File: src/inc/adc_ctrl_pkg.sv
// Register map, field positions, reset values and timing of the converter control bank.
// Assumes a serial control port decoder outside that issues single-cycle byte accesses.
package adc_ctrl_pkg;
  localparam int          ADDR_W   = 13;
  localparam int          NUM_REGS = 17;
  localparam int          IDX_W    = 5;

  localparam logic [12:0] OFS_OVR_PIN    = 13'h002a;
  localparam logic [12:0] OFS_OUT_ASSIGN = 13'h002e;
  localparam logic [12:0] OFS_SYNC       = 13'h0100;
  localparam logic [12:0] OFS_USER_PIN   = 13'h0101;
  localparam logic [12:0] OFS_IQ_EN_FRZ  = 13'h0110;
  localparam logic [12:0] OFS_IQ_FORCE   = 13'h0111;
  localparam logic [12:0] OFS_GAIN_BW    = 13'h0112;
  localparam logic [12:0] OFS_PHASE_BW   = 13'h0113;
  localparam logic [12:0] OFS_DC_BW      = 13'h0114;
  localparam logic [12:0] OFS_GAIN_LO    = 13'h0116;
  localparam logic [12:0] OFS_GAIN_HI    = 13'h0117;
  localparam logic [12:0] OFS_PHASE_LO   = 13'h0118;
  localparam logic [12:0] OFS_PHASE_HI   = 13'h0119;
  localparam logic [12:0] OFS_DCI_LO     = 13'h011a;
  localparam logic [12:0] OFS_DCI_HI     = 13'h011b;
  localparam logic [12:0] OFS_DCQ_LO     = 13'h011c;
  localparam logic [12:0] OFS_DCQ_HI     = 13'h011d;

  localparam int IDX_OVR_PIN = 0;
  localparam int IDX_OUT_ASSIGN = 1;
  localparam int IDX_SYNC = 2;
  localparam int IDX_USER_PIN = 3;
  localparam int IDX_IQ_EN_FRZ = 4;
  localparam int IDX_IQ_FORCE = 5;
  localparam int IDX_GAIN_BW = 6;
  localparam int IDX_PHASE_BW = 7;
  localparam int IDX_DC_BW = 8;
  localparam int IDX_GAIN_LO = 9;
  localparam int IDX_GAIN_HI = 10;
  localparam int IDX_PHASE_LO = 11;
  localparam int IDX_PHASE_HI = 12;
  localparam int IDX_DCI_LO = 13;
  localparam int IDX_DCI_HI = 14;
  localparam int IDX_DCQ_LO = 15;
  localparam int IDX_DCQ_HI = 16;

  localparam logic [12:0] REG_OFS [NUM_REGS] = '{OFS_OVR_PIN, OFS_OUT_ASSIGN, OFS_SYNC, OFS_USER_PIN,
    OFS_IQ_EN_FRZ, OFS_IQ_FORCE, OFS_GAIN_BW, OFS_PHASE_BW, OFS_DC_BW, OFS_GAIN_LO, OFS_GAIN_HI,
    OFS_PHASE_LO, OFS_PHASE_HI, OFS_DCI_LO, OFS_DCI_HI, OFS_DCQ_LO, OFS_DCQ_HI};
  // Writable bits; open bits stay zero
  localparam logic [7:0]  REG_MASK [NUM_REGS] = '{8'h01, 8'h01, 8'h07, 8'h8d, 8'h3f, 8'h07, 8'h1f,
    8'h1f, 8'h1f, 8'hff, 8'h7f, 8'hff, 8'h1f, 8'hff, 8'h3f, 8'hff, 8'h3f};
  localparam logic [7:0]  REG_RST [NUM_REGS] = '{8'h01, 8'h00, 8'h01, 8'h88, 8'h00, 8'h00, 8'h02,
    8'h02, 8'h02, 8'h00, 8'h00, 8'h00, 8'h00, 8'h00, 8'h00, 8'h00, 8'h00};

  localparam int SYNC_MASTER_BIT = 0;
  localparam int SYNC_DIV_EN_BIT = 1;
  localparam int SYNC_NEXT_ONLY_BIT = 2;
  localparam int USR_SDIO_PD_DIS_BIT = 0;
  localparam int USR_RUN_OSC_BIT = 2;
  localparam int USR_DETECT_BIT = 3;
  localparam int USR_OE_PIN_EN_BIT = 7;
  localparam int IQ_EN_GAIN_BIT = 0;
  localparam int IQ_EN_PHASE_BIT = 1;
  localparam int IQ_EN_DC_BIT = 2;
  localparam int IQ_FRZ_GAIN_BIT = 3;
  localparam int IQ_FRZ_PHASE_BIT = 4;
  localparam int IQ_FRZ_DC_BIT = 5;
  localparam int IQ_FORCE_GAIN_BIT = 0;
  localparam int IQ_FORCE_PHASE_BIT = 1;
  localparam int IQ_FORCE_DC_BIT = 2;

  localparam int SYS_CLK_MHZ = 100;
  localparam int LOW_RATE_MSPS = 5;
  localparam int CNT_W = 6;
  localparam logic [5:0] LOW_RATE_CYCLES = 6'(SYS_CLK_MHZ / LOW_RATE_MSPS);
endpackage

File: src/logic/adc_sync_clock_qec_control_regs.sv
// Control register bank: sync gating, backup oscillator, pin controls, I/Q correction settings.
// Assumes the serial port decoder runs on clk_sys; sync, encode and output-enable pins are asynchronous.
// What this block does
// - No sync function acts unless the master sync enable bit is high.
// - Sync pulses reach the divider only while divider and master sync enables are high.
// - With next-sync-only low, the divider resyncs on every passed pulse.
// - With next-sync-only high, only the first pulse passes; later pulses are ignored.
// - In one-shot mode hardware clears the divider sync enable after syncing.
// - User bit 7 high lets the output-enable pin steer outputs; low ignores it.
// - Detect bit high turns on backup oscillator when encode rate drops below 5 MSPS.
// - Run-oscillator bit forces the backup oscillator on regardless of the detector.
// - User bit 0 high disconnects the serial data pin pull-down.
// - Each freeze bit holds its correction value and halts that error's estimation.
// - Separate enables switch dc, phase and gain corrections independently.
// - Force-dc selects the static in-phase and quadrature dc values.
// - Force-phase selects the static initial phase value.
// - Force-gain selects the static initial gain value.
// - Five-bit exponent sets the gain loop time constant.
// - Five-bit exponent sets the phase loop time constant.
// - Five-bit exponent sets the dc loop time constant.
// - Phase value is 13 bits: low byte, then bits 12 to 8.
// - Gain value is 15 bits, used while force-gain is set.
// - Dc values are 14 bits each, used while force-dc is set.
`timescale 1ns/100ps
`default_nettype none
module adc_sync_clock_qec_control_regs (
  input  wire logic        clk_sys,
  input  wire logic        rst_b,
  input  wire logic [12:0] regAddr,
  input  wire logic [7:0]  regWrData,
  input  wire logic        regWrEn,
  input  wire logic        regRdEn,
  output logic      [7:0]  regRdData,
  output logic             regRdValid,
  input  wire logic        syncPin,
  input  wire logic        encodeClkPin,
  input  wire logic        outputEnablePin_b,
  output logic             dividerSyncPulse,
  output logic             dataOutputEnable,
  output logic             backupLowRateOscillator,
  output logic             sdioPullDownEnable,
  output logic             overflowPinEnable,
  output logic             outputChannelSelect,
  output logic             gainCorrEnable,
  output logic             phaseCorrEnable,
  output logic             dcCorrEnable,
  output logic             gainFreeze,
  output logic             phaseFreeze,
  output logic             dcFreeze,
  output logic             gainForceStatic,
  output logic             phaseForceStatic,
  output logic             dcForceStatic,
  output logic      [4:0]  gainLoopExponent,
  output logic      [4:0]  phaseLoopExponent,
  output logic      [4:0]  dcLoopExponent,
  output logic      [14:0] initialGain,
  output logic      [12:0] initialPhase,
  output logic      [13:0] initialDcInphase,
  output logic      [13:0] initialDcQuadrature
);

  logic [7:0] regFile_reg [adc_ctrl_pkg::NUM_REGS];
  logic [4:0] accessIdx;
  logic       syncMeta_reg;
  logic       syncSafe_reg;
  logic       syncLast_reg;
  logic       encMeta_reg;
  logic       encSafe_reg;
  logic       encLast_reg;
  logic       oePinMeta_reg;
  logic       oePinSafe_reg;
  logic [5:0] periodCnt_reg;
  logic       lowRate_reg;
  logic       dividerSync_reg;
  logic       dataOe_reg;
  logic       backupOsc_reg;
  logic [7:0] rdData_reg;
  logic       rdValid_reg;
  logic       syncEdge;
  logic       syncGate;
  logic       passPulse;
  logic       oneShotClear;
  logic       wrSync;
  logic       encEdge;
  logic       masterEn;
  logic       divEn;
  logic       nextOnly;
  logic       oePinEn;
  logic       detectEn;
  logic       runOsc;

  function automatic logic [4:0] lookupIdx(input logic [12:0] a);
    lookupIdx = 5'(adc_ctrl_pkg::NUM_REGS);
    for (int i = 0; i < adc_ctrl_pkg::NUM_REGS; i++) begin
      if (a == adc_ctrl_pkg::REG_OFS[i]) begin
        lookupIdx = 5'(i);
      end
    end
  endfunction

  assign accessIdx = lookupIdx(regAddr);
  assign wrSync    = regWrEn && (accessIdx == 5'(adc_ctrl_pkg::IDX_SYNC));
  assign masterEn  = regFile_reg[adc_ctrl_pkg::IDX_SYNC][adc_ctrl_pkg::SYNC_MASTER_BIT];
  assign divEn     = regFile_reg[adc_ctrl_pkg::IDX_SYNC][adc_ctrl_pkg::SYNC_DIV_EN_BIT];
  assign nextOnly  = regFile_reg[adc_ctrl_pkg::IDX_SYNC][adc_ctrl_pkg::SYNC_NEXT_ONLY_BIT];
  assign oePinEn   = regFile_reg[adc_ctrl_pkg::IDX_USER_PIN][adc_ctrl_pkg::USR_OE_PIN_EN_BIT];
  assign detectEn  = regFile_reg[adc_ctrl_pkg::IDX_USER_PIN][adc_ctrl_pkg::USR_DETECT_BIT];
  assign runOsc    = regFile_reg[adc_ctrl_pkg::IDX_USER_PIN][adc_ctrl_pkg::USR_RUN_OSC_BIT];

  // Register storage; a software write to the sync register outranks the one-shot clear
  always_ff @(posedge clk_sys) begin
    for (int i = 0; i < adc_ctrl_pkg::NUM_REGS; i++) begin
      if (!rst_b) begin
        regFile_reg[i] <= adc_ctrl_pkg::REG_RST[i];
      end else if (regWrEn && accessIdx == 5'(i)) begin
        regFile_reg[i] <= regWrData & adc_ctrl_pkg::REG_MASK[i];
      end else if (i == adc_ctrl_pkg::IDX_SYNC && oneShotClear) begin
        regFile_reg[i][adc_ctrl_pkg::SYNC_DIV_EN_BIT] <= 1'b0;
      end
    end
  end

  // Read port, one cycle latency; unmapped addresses read zero
  always_ff @(posedge clk_sys) begin
    if (!rst_b) begin
      rdData_reg  <= 8'h00;
      rdValid_reg <= 1'b0;
    end else begin
      rdValid_reg <= regRdEn;
      if (regRdEn) begin
        rdData_reg <= (accessIdx < 5'(adc_ctrl_pkg::NUM_REGS)) ? regFile_reg[accessIdx] : 8'h00;
      end
    end
  end

  // Pin synchronisers; logic uses the second stage, plus a third stage for the sync and encode edge detects
  always_ff @(posedge clk_sys) begin
    if (!rst_b) begin
      syncMeta_reg <= 1'b0;
      syncSafe_reg <= 1'b0;
      syncLast_reg <= 1'b0;
      encMeta_reg  <= 1'b0;
      encSafe_reg  <= 1'b0;
      encLast_reg  <= 1'b0;
      oePinMeta_reg <= 1'b1;
      oePinSafe_reg <= 1'b1;
    end else begin
      syncMeta_reg <= syncPin;
      syncSafe_reg <= syncMeta_reg;
      syncLast_reg <= syncSafe_reg;
      encMeta_reg  <= encodeClkPin;
      encSafe_reg  <= encMeta_reg;
      encLast_reg  <= encSafe_reg;
      oePinMeta_reg <= outputEnablePin_b;
      oePinSafe_reg <= oePinMeta_reg;
    end
  end

  assign syncEdge     = syncSafe_reg && !syncLast_reg;
  assign syncGate     = masterEn && divEn;
  assign passPulse    = syncEdge && syncGate;
  assign oneShotClear = passPulse && nextOnly;
  assign encEdge      = encSafe_reg && !encLast_reg;

  // Continuous mode leaves the enable set, so every gated edge resyncs the divider
  always_ff @(posedge clk_sys) begin
    if (!rst_b) begin
      dividerSync_reg <= 1'b0;
    end else begin
      dividerSync_reg <= passPulse;
    end
  end

  always_ff @(posedge clk_sys) begin
    if (!rst_b) begin
      dataOe_reg <= 1'b1;
    end else begin
      dataOe_reg <= oePinEn ? !oePinSafe_reg : 1'b1;
    end
  end

  // Encode period measured in system cycles; a stopped encode clock saturates and reads as slow.
  // Resolution is one system cycle, so the threshold is only approximate near 5 MSPS.
  always_ff @(posedge clk_sys) begin
    if (!rst_b) begin
      periodCnt_reg <= 6'h00;
    end else if (encEdge) begin
      periodCnt_reg <= 6'h00;
    end else if (periodCnt_reg != adc_ctrl_pkg::LOW_RATE_CYCLES) begin
      periodCnt_reg <= periodCnt_reg + 6'h01;
    end
  end

  always_ff @(posedge clk_sys) begin
    if (!rst_b) begin
      lowRate_reg <= 1'b0;
    end else if (!detectEn) begin
      lowRate_reg <= 1'b0;
    end else if (encEdge || periodCnt_reg == adc_ctrl_pkg::LOW_RATE_CYCLES) begin
      lowRate_reg <= (periodCnt_reg == adc_ctrl_pkg::LOW_RATE_CYCLES);
    end
  end

  always_ff @(posedge clk_sys) begin
    if (!rst_b) begin
      backupOsc_reg <= 1'b0;
    end else begin
      backupOsc_reg <= runOsc || (detectEn && lowRate_reg);
    end
  end

  assign regRdData               = rdData_reg;
  assign regRdValid              = rdValid_reg;
  assign dividerSyncPulse        = dividerSync_reg;
  assign dataOutputEnable        = dataOe_reg;
  assign backupLowRateOscillator = backupOsc_reg;
  assign sdioPullDownEnable      =
    !regFile_reg[adc_ctrl_pkg::IDX_USER_PIN][adc_ctrl_pkg::USR_SDIO_PD_DIS_BIT];
  assign overflowPinEnable       = regFile_reg[adc_ctrl_pkg::IDX_OVR_PIN][0];
  assign outputChannelSelect     = regFile_reg[adc_ctrl_pkg::IDX_OUT_ASSIGN][0];
  assign gainCorrEnable          = regFile_reg[adc_ctrl_pkg::IDX_IQ_EN_FRZ][adc_ctrl_pkg::IQ_EN_GAIN_BIT];
  assign phaseCorrEnable         = regFile_reg[adc_ctrl_pkg::IDX_IQ_EN_FRZ][adc_ctrl_pkg::IQ_EN_PHASE_BIT];
  assign dcCorrEnable            = regFile_reg[adc_ctrl_pkg::IDX_IQ_EN_FRZ][adc_ctrl_pkg::IQ_EN_DC_BIT];
  // A freeze keeps correction applied; the datapath only stops its estimator
  assign gainFreeze              = regFile_reg[adc_ctrl_pkg::IDX_IQ_EN_FRZ][adc_ctrl_pkg::IQ_FRZ_GAIN_BIT];
  assign phaseFreeze             = regFile_reg[adc_ctrl_pkg::IDX_IQ_EN_FRZ][adc_ctrl_pkg::IQ_FRZ_PHASE_BIT];
  assign dcFreeze                = regFile_reg[adc_ctrl_pkg::IDX_IQ_EN_FRZ][adc_ctrl_pkg::IQ_FRZ_DC_BIT];
  assign gainForceStatic         = regFile_reg[adc_ctrl_pkg::IDX_IQ_FORCE][adc_ctrl_pkg::IQ_FORCE_GAIN_BIT];
  assign phaseForceStatic        = regFile_reg[adc_ctrl_pkg::IDX_IQ_FORCE][adc_ctrl_pkg::IQ_FORCE_PHASE_BIT];
  assign dcForceStatic           = regFile_reg[adc_ctrl_pkg::IDX_IQ_FORCE][adc_ctrl_pkg::IQ_FORCE_DC_BIT];
  assign gainLoopExponent        = regFile_reg[adc_ctrl_pkg::IDX_GAIN_BW][4:0];
  assign phaseLoopExponent       = regFile_reg[adc_ctrl_pkg::IDX_PHASE_BW][4:0];
  assign dcLoopExponent          = regFile_reg[adc_ctrl_pkg::IDX_DC_BW][4:0];
  assign initialGain             = {regFile_reg[adc_ctrl_pkg::IDX_GAIN_HI][6:0],
                                    regFile_reg[adc_ctrl_pkg::IDX_GAIN_LO]};
  assign initialPhase            = {regFile_reg[adc_ctrl_pkg::IDX_PHASE_HI][4:0],
                                    regFile_reg[adc_ctrl_pkg::IDX_PHASE_LO]};
  assign initialDcInphase        = {regFile_reg[adc_ctrl_pkg::IDX_DCI_HI][5:0],
                                    regFile_reg[adc_ctrl_pkg::IDX_DCI_LO]};
  assign initialDcQuadrature     = {regFile_reg[adc_ctrl_pkg::IDX_DCQ_HI][5:0],
                                    regFile_reg[adc_ctrl_pkg::IDX_DCQ_LO]};
endmodule
`default_nettype wire

File: config.mk
export PLATFORM = sky130hd
export DESIGN_NAME = adc_sync_clock_qec_control_regs
export DESIGN_NICKNAME = d
export VERILOG_FILES = /design/src/inc/adc_ctrl_pkg.sv /design/src/logic/adc_sync_clock_qec_control_regs.sv
export SDC_FILE = /design/constraint.sdc
export NUM_CORES = 1
export LEC_CHECK = 0
export ABC_CLOCK_PERIOD_IN_PS = 9620
export BUFFER_PORTS_ARGS = -buffer_cell sky130_fd_sc_hd__buf_2
export CORE_ASPECT_RATIO = 1.5
export CORE_MARGIN = 4
export CORE_UTILIZATION = 49
export CTS_CLUSTER_SIZE = 24
export DETAILED_ROUTE_END_ITERATION = 10
export GPL_TIMING_DRIVEN = 1
export HOLD_SLACK_MARGIN = 0.15
export MAX_ROUTING_LAYER = met4
export PLACE_DENSITY = 0.73
export SYNTH_ARGS = -nofsm -noshare
export SYNTH_HDL_FRONTEND = slang
export SYNTH_SLANG_ARGS = --single-unit
File: constraint.sdc
create_clock -name clk_sys -period 9.62 [get_ports clk_sys]
set_input_delay 1.443 -clock clk_sys [delete_from_list [all_inputs] [get_ports clk_sys]]
set_output_delay 1.443 -clock clk_sys [all_outputs]
set_load 0.01 [all_outputs]
==> impl_results.md, run 1 <==
- Status: completed
- Worst Hold Class: flop to flop
- CP top delay family: simple AND/OR/NAND/NOR gates
- Cell Area, Synth: 5660 sq um
- R2R Path End: regRdData[1]
- Worst slew pin tran: 1350 ps
- Most frequent cells in the layout: buf_2 (122), edfxtp_1 (89), and3_1 (67)
- WHS Path Cells: 1
- WP data required: 9650 ps
- Combinational Power Share: 0.062
- First-pass GRT wire length: 27.8 mm
- Clock buffer depth: 2
- Most frequently used flop master after synthesis: edfxtp_1
- I/O Pins: 123
- Gr ovfl total: 0
- Total of max-cap violations: 0
- Starting Density: 0.506
- Die Wd: 95.7 um
- Avg WL per Cell: 23.7 um
- Fin crit period: 4360 ps
- Relative slew slack: 0.0939
- Crit Path Max Fanout: 16
- Setup TNS Final: 0 ps
- Syn Nets: 542
- Layout cells sized above 1: 0.267
- Yosys Warn Count: 0
- Area grow syn2layout: 22.3%
- Post-CTS Setup Inserts: 0
- Netlist cell types: 73
- CP endpoint kind: flop
- WS Path Type: primary input to flop
- Cts bufs inserted: 17
- Fin crit share: 0.453
- # nets final: 647
- N_diodes: 0
- CP max stage delay: 1030 ps
- R2R Setup Slk: 7910 ps
- # clock sinks: 116
- RePlAce Congestion: 0.977
- Peak supply drop: 0.000199 V
- Rows: 47
- R2R Path Start: regFile_reg[14][1]
- Initial antenna violation count: 0
- H-tree Lvls: 4
- CP bufs+invs: 1
- Vias per cell: 6.15
- Largest net degree at the start of global routing: 43
- Root Driver: clkbuf_16
- Register area share after synthesis: 0.568
- DRT iter0 DRCs: 486
- Hold path start: oePinSafe_reg
- Detailed Routing Iterations Pass 1: 5
- Final Util: 0.619
- Die Height: 140 um
- Vias in the first global route: 4840
- # placed instances: 745
- Max FFs per register: 89
- Finished Layout Cells: 777
- CP arrival: 4390 ps
- Post-DRT Antenna Nets: 0
- Dpl hpwl: 13.0 mm
- Post-CTS Hold Fix Bufs: 0
- Slowest stage cell, crit path: o21ai_0
- Overall routed net length: 18.4 mm
- Type of origin of the critical path: primary input
- Leakage: 2.87 nW
- Vias after detailed routing: 4778
- Sequential Power Share: 0.434
- # DRC: 0
- Final hold vios: 0
- RSZ-0062 raised after global routing: false
- IO Port Bufs: 122
- Core Area: 11200 sq um
- CTS tree: yes
- FF+latch count, synth: 116
- Clock latency at the later pin of the worst-skew pair: 420 ps
- FF-to-FF path depth: 5
- Synth async-reset ratio: 0
- Post-Synthesis Cells: 512
- Final slew viol count: 0
- NetSw: 0.310 mW
- Clock Pin Slew Worst Setup and Hold Paths: 60 ps
- Worst Hold Path EP: dataOutputEnable
- Fmax: 229 MHz
- Commonest non-fill, non-tap cell in the layout: buf_2
- Post-synth EDFFs: 89
- Sw Ratio: 0.232
- Final setup vio count: 0
- Syn Area/Cell: 11.0 sq um
- DIE AREA: 13400 sq um
- Post-cts gate resize count: 0
- Clock skew: 6.41 ps
- Pwr/cell area: 193 nW/um^2
- Clock power frac: 0.504
- Worst path cell trace: buf_2 > or4b_1 > o32a_1 > nand3b_2 > and2_1 > nand2_1 > o21ai_0
- Cell Int Power: 1.03 mW
- Total GRT Usage: 0.290
-- layer usage --
layer,GRT usage,routed length (um),part of all wire,up-vias
li1,-,-,-,2137
met1,0.338,6550,0.36,2282
met2,0.465,9330,0.51,285
met3,0.0524,1420,0.077,74
met4,0.163,1080,0.059,0
met5,-,0,0,-
-- worst reg2reg max path, delay by kind of cell, from the launching register on --
kind	cells	cell delay, ps
AO/OA/AOI/OAI	4	640
flip-flops	1	430
AND/OR/NAND/NOR	1	570
-- Yosys cell counts (8+ instances only) --
cell / number / area (sq um)
a31oi_1: 9 / 56.3
nor3_1: 11 / 55.1
clkbuf_1: 26 / 97.6
and2_1: 33 / 206
mux2i_1: 9 / 90.1
nor2_1: 24 / 90.1
buf_2: 8 / 40.0
o21ai_0: 28 / 140
nand3_1: 17 / 85.1
dfxtp_1: 27 / 541
and3_1: 67 / 419
inv_1: 12 / 45.0
nand2_1: 32 / 120
edfxtp_1: 89 / 2670
-- kinds of logic after synthesis --
group / synth area share
muxes: 0.0159
DFF: 0.568
buffers and inverters: 0.0438
adders and majority gates: 0.00442
and+or+nand+nor: 0.235
xor gates and xnor gates: 0.0108
AOI/OAI and AO/OA: 0.122
-- worst max-delay path by stage --
stage	to	from	slack (ps)	cells past startpoint
after floorplan	regFile_reg[13][0]	regAddr[9]	5610	6
after global placement	regRdData[5]	regAddr[2]	4990	10
final	regFile_reg[9][0]	regAddr[4]	5260	7
after detailed placement	regFile_reg[13][3]	regAddr[4]	4890	7
after CTS	regFile_reg[9][0]	regAddr[4]	5320	7
after global routing	regRdData[5]	regAddr[4]	5140	9
-- final cells by class --
| type | count | area (sq um) |
|---|---|---|
| clock buffers | 18 | 429 |
| clock inverters | 14 | 201 |
| fillers | 937 | 4260 |
| inverters | 12 | 45.0 |
| multi-input cells | 343 | 2200 |
| flip-flops and latches | 116 | 3210 |
| well taps | 147 | 184 |
| repair buffers | 127 | 648 |
-- power groups by stage --
| stage | registers (mW) | clock network [mW] | logic (mW) |
|---|---|---|---|
| after global routing | 0.582 | 0.703 | 0.0892 |
| after floorplan | 0.593 | 0 | 0.0313 |
| after detailed placement | 0.590 | 0 | 0.0821 |
| final | 0.581 | 0.674 | 0.0829 |
| after global placement | 0.590 | 0 | 0.0811 |
| after CTS | 0.580 | 0.675 | 0.0829 |
-- stage by stage --
step	instance area [sq um]	worst slack (ps)	power (mW)	hold WS, ps
detailed placement	6290	4890	0.672	379
global route	6920	5140	1.37	423
floorplan	5660	5610	0.625	369
global placement	6290	4990	0.671	379
CTS	6920	5320	1.34	394
finish	6920	5260	1.34	391
Note: power is estimated with default switching activity, not from simulation.
==> inputs of run 2 (changes only) <==
Settings changed: ABC_CLOCK_PERIOD_IN_PS 9620 to 3650, PLACE_DENSITY 0.73 to 0.76.
Clock period 9.62 ns to 3.65 ns, I/O delays scaled along.
==> run 2 against run 1 <==
Compared with the run above: combinational power rose to 2.7 times the previous value; power grew 150%; global-route usage up 1.0 points; setup slack got worse by 4500 ps; cell count rose by 4.1%; non-clock buffer count rose by 32; die area did not move; highest routed layer unchanged; critical endpoint is now regFile_reg[14][4]; sequential share of layout area is 1.2 points lower; register-to-register slack got worse by 6000 ps.
==> impl_results.md, run 2 (same netlist as run 1, synthesis figures left out) <==
- Type of origin of the critical path: primary input (unchanged)
- Slowest stage cell, crit path: or4b_1 (was o21ai_0)
- Post-CTS Setup Inserts: 0 (unchanged)
- Clock latency at the later pin of the worst-skew pair: 410 ps (was 420 ps)
- I/O Pins: 123 (unchanged)
- CP endpoint kind: flop (unchanged)
- Vias per cell: 6.20 (was 6.15)
- WS Path Type: primary input to flop (unchanged)
- Die Height: 140 um (unchanged)
- Overall routed net length: 19.3 mm (was 18.4 mm)
- Final setup vio count: 0 (unchanged)
- DIE AREA: 13400 sq um (unchanged)
- Starting Density: 0.506 (unchanged)
- Status: completed (unchanged)
- First-pass GRT wire length: 28.3 mm (was 27.8 mm)
- Core Area: 11200 sq um (unchanged)
- Commonest non-fill, non-tap cell in the layout: buf_2 (unchanged)
- Vias in the first global route: 4890 (was 4840)
- Relative slew slack: 0.481 (was 0.0939)
- Total of max-cap violations: 0 (unchanged)
- Die Wd: 95.7 um (unchanged)
- RSZ-0062 raised after global routing: false (unchanged)
- CP max stage delay: 710 ps (was 1030 ps)
- Dpl hpwl: 14.2 mm (was 13.0 mm)
- Post-DRT Antenna Nets: 0 (unchanged)
- Fin crit share: 0.805
- IO Port Bufs: 122 (unchanged)
- H-tree Lvls: 4 (unchanged)
- Peak supply drop: 0.000404 V (was 0.000199 V)
- Setup TNS Final: 0 ps (unchanged)
- Total GRT Usage: 0.300 (was 0.290)
- Most Frequent Cell on Critical Path: buf_4
- Fin crit period: 2940 ps
- WP data required: 3780 ps (was 9650 ps)
- Rows: 47 (unchanged)
- Final slew viol count: 0 (unchanged)
- # DRC: 0 (unchanged)
- Largest net degree at the start of global routing: 42 (was 43)
- DP Worst Slack: 328 ps (was 4890 ps)
- Root Driver: clkbuf_16 (unchanged)
- Crit Path Max Fanout: 8 (was 16)
- Gr ovfl total: 0 (unchanged)
- Fillers: 938 (was 937)
- Area grow syn2layout: 25.5% (was 22.3%)
- Post-CTS Hold Fix Bufs: 0 (unchanged)
- # clock sinks: 116 (unchanged)
- CTS tree: yes (unchanged)
- Final hold vios: 0 (unchanged)
- RePlAce Congestion: 0.972 (was 0.977)
- Worst slew pin tran: 776 ps (was 1350 ps)
- Initial antenna violation count: 0 (unchanged)
- Max FFs per register: 89 (unchanged)
- Final setup margin: 711 ps (was 5260 ps)
- Post-cts gate resize count: 0 (unchanged)
- CP top delay family: simple AND/OR/NAND/NOR gates (unchanged)
- Leakage: 3.01 nW (was 2.87 nW)
- Cts bufs inserted: 17 (unchanged)
- Clock Pin Slew Worst Setup and Hold Paths: 50 ps (was 60 ps)
- Power Total: 3.32 mW (was 1.34 mW)
- Worst path cell trace: buf_2 > or4b_1 > nor4_4 > or2_2 > o211ai_1 > buf_4 > o21ai_0 > buf_4 (was buf_2 > or4b_1 > o32a_1 > nand3b_2 > and2_1 > nand2_1 > o21ai_0)
- Pwr/cell area: 467 nW/um^2 (was 193 nW/um^2)
- DRT iter0 DRCs: 353 (was 486)
- Worst Hold Class: primary input to flop (was flop to flop)
- Most frequent cells in the layout: buf_2 (122), edfxtp_1 (89), and3_1 (67) (unchanged)
- Avg WL per Cell: 23.9 um (was 23.7 um)
- CP arrival: 3060 ps (was 4390 ps)
- # nets final: 679 (was 647)
- N_diodes: 0 (unchanged)
- Vias after detailed routing: 5018 (was 4778)
- Clock buffer depth: 2 (unchanged)
- Layout cells sized above 1: 0.296 (was 0.267)
- Clock skew: 10.6 ps (was 6.41 ps)
- CP bufs+invs: 3 (was 1)
- Fmax: 340 MHz
- Detailed Routing Iterations Pass 1: 5 (unchanged)
-- run 2: cell types whose count changed in the layout (fill, tap and decap cells not counted), sizes merged --
cell / change
buf: +32
clkbuf: +8
bufinv: -4
clkinvlp: -2
clkinv: -1
inv: -1
-- run 2: path summary, 6_finish.rpt --
path                                      endpoint  slack [ps]                from  cells past startpoint
worst max-delay path            regFile_reg[14][4]         710          regAddr[7]                      8
worst min-delay path                 oePinMeta_reg         330   outputEnablePin_b                      2
worst max register to register        regRdData[1]        1920  regFile_reg[14][1]                      5
worst min register to register    dataOutputEnable         400       oePinSafe_reg                      1
-- run 2: power breakdown --
group	internal (mW)	switching (mW)	leakage [nW]
Sequential	1.48	0.0501	1.07
Combinational	0.0815	0.145	1.66
Clock	0.985	0.575	0.279
-- run 2: through the flow --
step / instances / area [sq um] / hold WS, ps / utilization
6_report: 809 / 7100 / 330 / 0.635
3_5_place_dp: 777 / 6540 / 389 / 0.585
2_1_floorplan: 512 / 5660 / 369 / -
4_1_cts: 809 / 7100 / 331 / 0.635
5_1_grt: 809 / 7100 / 345 / 0.635
3_3_place_gp: 777 / 6540 / 379 / 0.585
-- run 2: cell type report --
cell class              instances  area [sq um]  area share
inverters                      12          45.0     0.00634
multi-input cells             343          2200       0.309
flip-flops and latches        116          3210       0.453
repair buffers                159           901       0.127
well taps                     147           184      0.0259
clock inverters                 6          40.0     0.00564
clock buffers                  26           522      0.0735
-- run 2: worst reg2reg max path: stages, from the launching register on --
cell      delay [ps]
edfxtp_1         440
o22ai_1          100
o21ai_0          200
o311ai_1         160
or4_1            590
a31oi_1          170
-- run 2: routing by layer --
metal	vias up	wire, um	part of all wire	global-route usage
met5	-	0	0	-
met3	70	1250	0.065	0.0443
met2	298	9910	0.51	0.492
li1	2202	-	-	-
met1	2448	7100	0.37	0.351
met4	0	1050	0.054	0.159
==> inputs of run 3 (changes only) <==
Settings changed: ABC_CLOCK_PERIOD_IN_PS 3650 to 2600.
Clock period 3.65 ns to 2.6 ns, I/O delays scaled along.
==> run 3 against run 2 <==
Compared with the run above: via count is 3.7% higher; clock power is 63% higher; global-route usage is 1.5 points higher; power is 52% higher; die area stayed put; design area is 9.5% higher; worst hold slack worse by 170 ps; first-iteration DRC count is 25% higher; cell count is 7.3% higher; setup slack worse by 680 ps; non-clock buffer count is 59 higher; sequential share of layout area is 3.9 points lower; critical endpoint is now regRdData[1]; largest power group unchanged; highest routed layer unchanged.
==> impl_results.md, run 3 (same netlist as run 1, synthesis figures left out) <==
- Overall routed net length: 20.0 mm (was 19.3 mm)
- # DRC: 0 (unchanged)
- CP max stage delay: 560 ps (was 710 ps)
- Cts bufs inserted: 17 (unchanged)
- Vias after detailed routing: 5205 (was 5018)
- N_diodes: 0 (unchanged)
- H-tree Lvls: 4 (unchanged)
- Peak supply drop: 0.000690 V (was 0.000404 V)
- Commonest non-fill, non-tap cell in the layout: buf_2 (unchanged)
- Relative slew slack: 0.467 (was 0.481)
- Final Util: 0.696 (was 0.635)
- Pwr/cell area: 648 nW/um^2 (was 467 nW/um^2)
- Type of origin of the critical path: primary input (unchanged)
- DRT iter0 DRCs: 443 (was 353)
- Post-CTS Hold Fix Bufs: 0 (unchanged)
- Avg WL per Cell: 23.1 um (was 23.9 um)
- Leakage: 3.39 nW (was 3.01 nW)
- Dpl hpwl: 14.7 mm (was 14.2 mm)
- CP bufs+invs: 2 (was 3)
- Fin crit period: 2570 ps
- Worst slew pin tran: 797 ps (was 776 ps)
- Clock latency at the later pin of the worst-skew pair: 410 ps (about the same)
- WS Path Type: primary input to flop (unchanged)
- Total GRT Usage: 0.315 (was 0.300)
- Final setup vio count: 0 (unchanged)
- Initial antenna violation count: 0 (unchanged)
- RePlAce Congestion: 0.983 (was 0.972)
- Finished Layout Cells: 868 (was 809)
- Detailed Routing Iterations Pass 1: 5 (unchanged)
- Die Height: 140 um (unchanged)
- Final slew viol count: 0 (unchanged)
- Rows: 47 (unchanged)
- Root Driver: clkbuf_16 (unchanged)
- Layout cells sized above 1: 0.386 (was 0.296)
- Slowest stage cell, crit path: or4_4 (was or4b_1)
- Fmax: 390 MHz
- Cell Int Power: 3.93 mW (was 2.55 mW)
- Core Area: 11200 sq um (unchanged)
- CP top delay family: simple AND/OR/NAND/NOR gates (unchanged)
- CTS tree: yes (unchanged)
- # placed instances: 834 (was 777)
- Sw Ratio: 0.219 (was 0.232)
- Worst Hold Class: primary input to flop (unchanged)
- WP data required: 2940 ps (was 3780 ps)
- Fin crit share: 0.987
- Vias per cell: 6.00 (was 6.20)
- Clock skew: 8.85 ps (was 10.6 ps)
- Clock Pin Slew Worst Setup and Hold Paths: 50 ps (about the same)
- First-pass GRT wire length: 30.3 mm (was 28.3 mm)
- Clock buffer depth: 2 (unchanged)
- Vias in the first global route: 5320 (was 4890)
- # clock sinks: 116 (unchanged)
- Combinational Power Share: 0.069 (was 0.068)
- RSZ-0062 raised after global routing: true (was false)
- Most frequent cells in the layout: buf_2 (122), buf_4 (92), edfxtp_1 (89) (was buf_2 (122), edfxtp_1 (89), and3_1 (67))
- CP endpoint kind: flop (unchanged)
- NetSw: 1.10 mW (was 0.770 mW)
- Die Wd: 95.7 um (unchanged)
- IO Port Bufs: 122 (unchanged)
- Worst path cell trace: buf_2 > or4b_1 > buf_4 > o41ai_4 > nand3b_4 > nand4_1 > or3_1 > o311ai_2 > or4_4 > a31oi_1 (was buf_2 > or4b_1 > nor4_4 > or2_2 > o211ai_1 > buf_4 > o21ai_0 > buf_4)
- Status: completed (unchanged)
- Area grow syn2layout: 37.5% (was 25.5%)
- Starting Density: 0.506 (unchanged)
- # nets final: 738 (was 679)
- Largest net degree at the start of global routing: 42 (unchanged)
- Final hold vios: 0 (unchanged)
- Total of max-cap violations: 0 (unchanged)
- CP arrival: 2900 ps (was 3060 ps)
- Gr ovfl total: 0 (unchanged)
- Sequential Power Share: 0.427 (was 0.462)
- DIE AREA: 13400 sq um (unchanged)
- Max FFs per register: 89 (unchanged)
- Post-DRT Antenna Nets: 0 (unchanged)
- Clock power frac: 0.504 (was 0.470)
- Crit Path Max Fanout: 6 (was 8)
- I/O Pins: 123 (unchanged)
-- run 3: power by group through the flow --
stage	clock, mW	combinational (mW)	sequential (mW)
6_report	2.54	0.349	2.15
3_3_place_gp	0	0.335	2.18
2_1_floorplan	0	0.118	2.19
3_5_place_dp	0	0.345	2.18
4_1_cts	2.55	0.347	2.14
5_1_grt	2.64	0.374	2.15
-- run 3: area by class of cell --
class                           instances  area, sq um
Clock buffer                           21          450
Clock inverter                         11          184
Inverter                               12         45.0
Fill cell                             872         3400
Tap cell                              147          184
Timing Repair Buffer                  218         1380
Multi-Input combinational cell        343         2320
Sequential cell                       116         3210
-- run 3: per-stage QoR --
stage / TNS [ps] / setup WS [ps] / area [sq um] / hold WS [ps] / power [mW]
after floorplan: -3010 / -97.6 / 5670 / 369 / 2.31
after global placement: -21200 / -524 / 7020 / 400 / 2.52
after detailed placement: -25520 / -536 / 7020 / 394 / 2.53
after CTS: 0 / 25.8 / 7660 / 152 / 5.04
after global routing: -85.8 / -42.4 / 7780 / 171 / 5.17
final: 0 / 32.9 / 7780 / 163 / 5.04
-- run 3: metal layers --
layer	global-route usage	wire length (um)	vias to the layer above	share of wire
li1	-	-	2323	-
met1	0.354	7210	2550	0.36
met2	0.542	10700	272	0.53
met3	0.0491	1270	60	0.063
met4	0.141	842	0	0.042
met5	-	0	-	0
-- run 3: repair_timing --
item | in CTS | in global routing
pin swaps | 0 | 7
gates resized for setup | 2 | 20
setup endpoints to repair | 2 | 26
buffers inserted | 0 | 2
-- run 3: final timing paths --
kind / start / slack (ps) / end / cells after the start
worst max-delay path: regAddr[7] / 30 / regRdData[1] / 10
worst min-delay path: outputEnablePin_b / 160 / oePinMeta_reg / 2
worst max register to register: regFile_reg[14][1] / 920 / regRdData[1] / 5
worst min register to register: oePinMeta_reg / 400 / oePinSafe_reg / 1
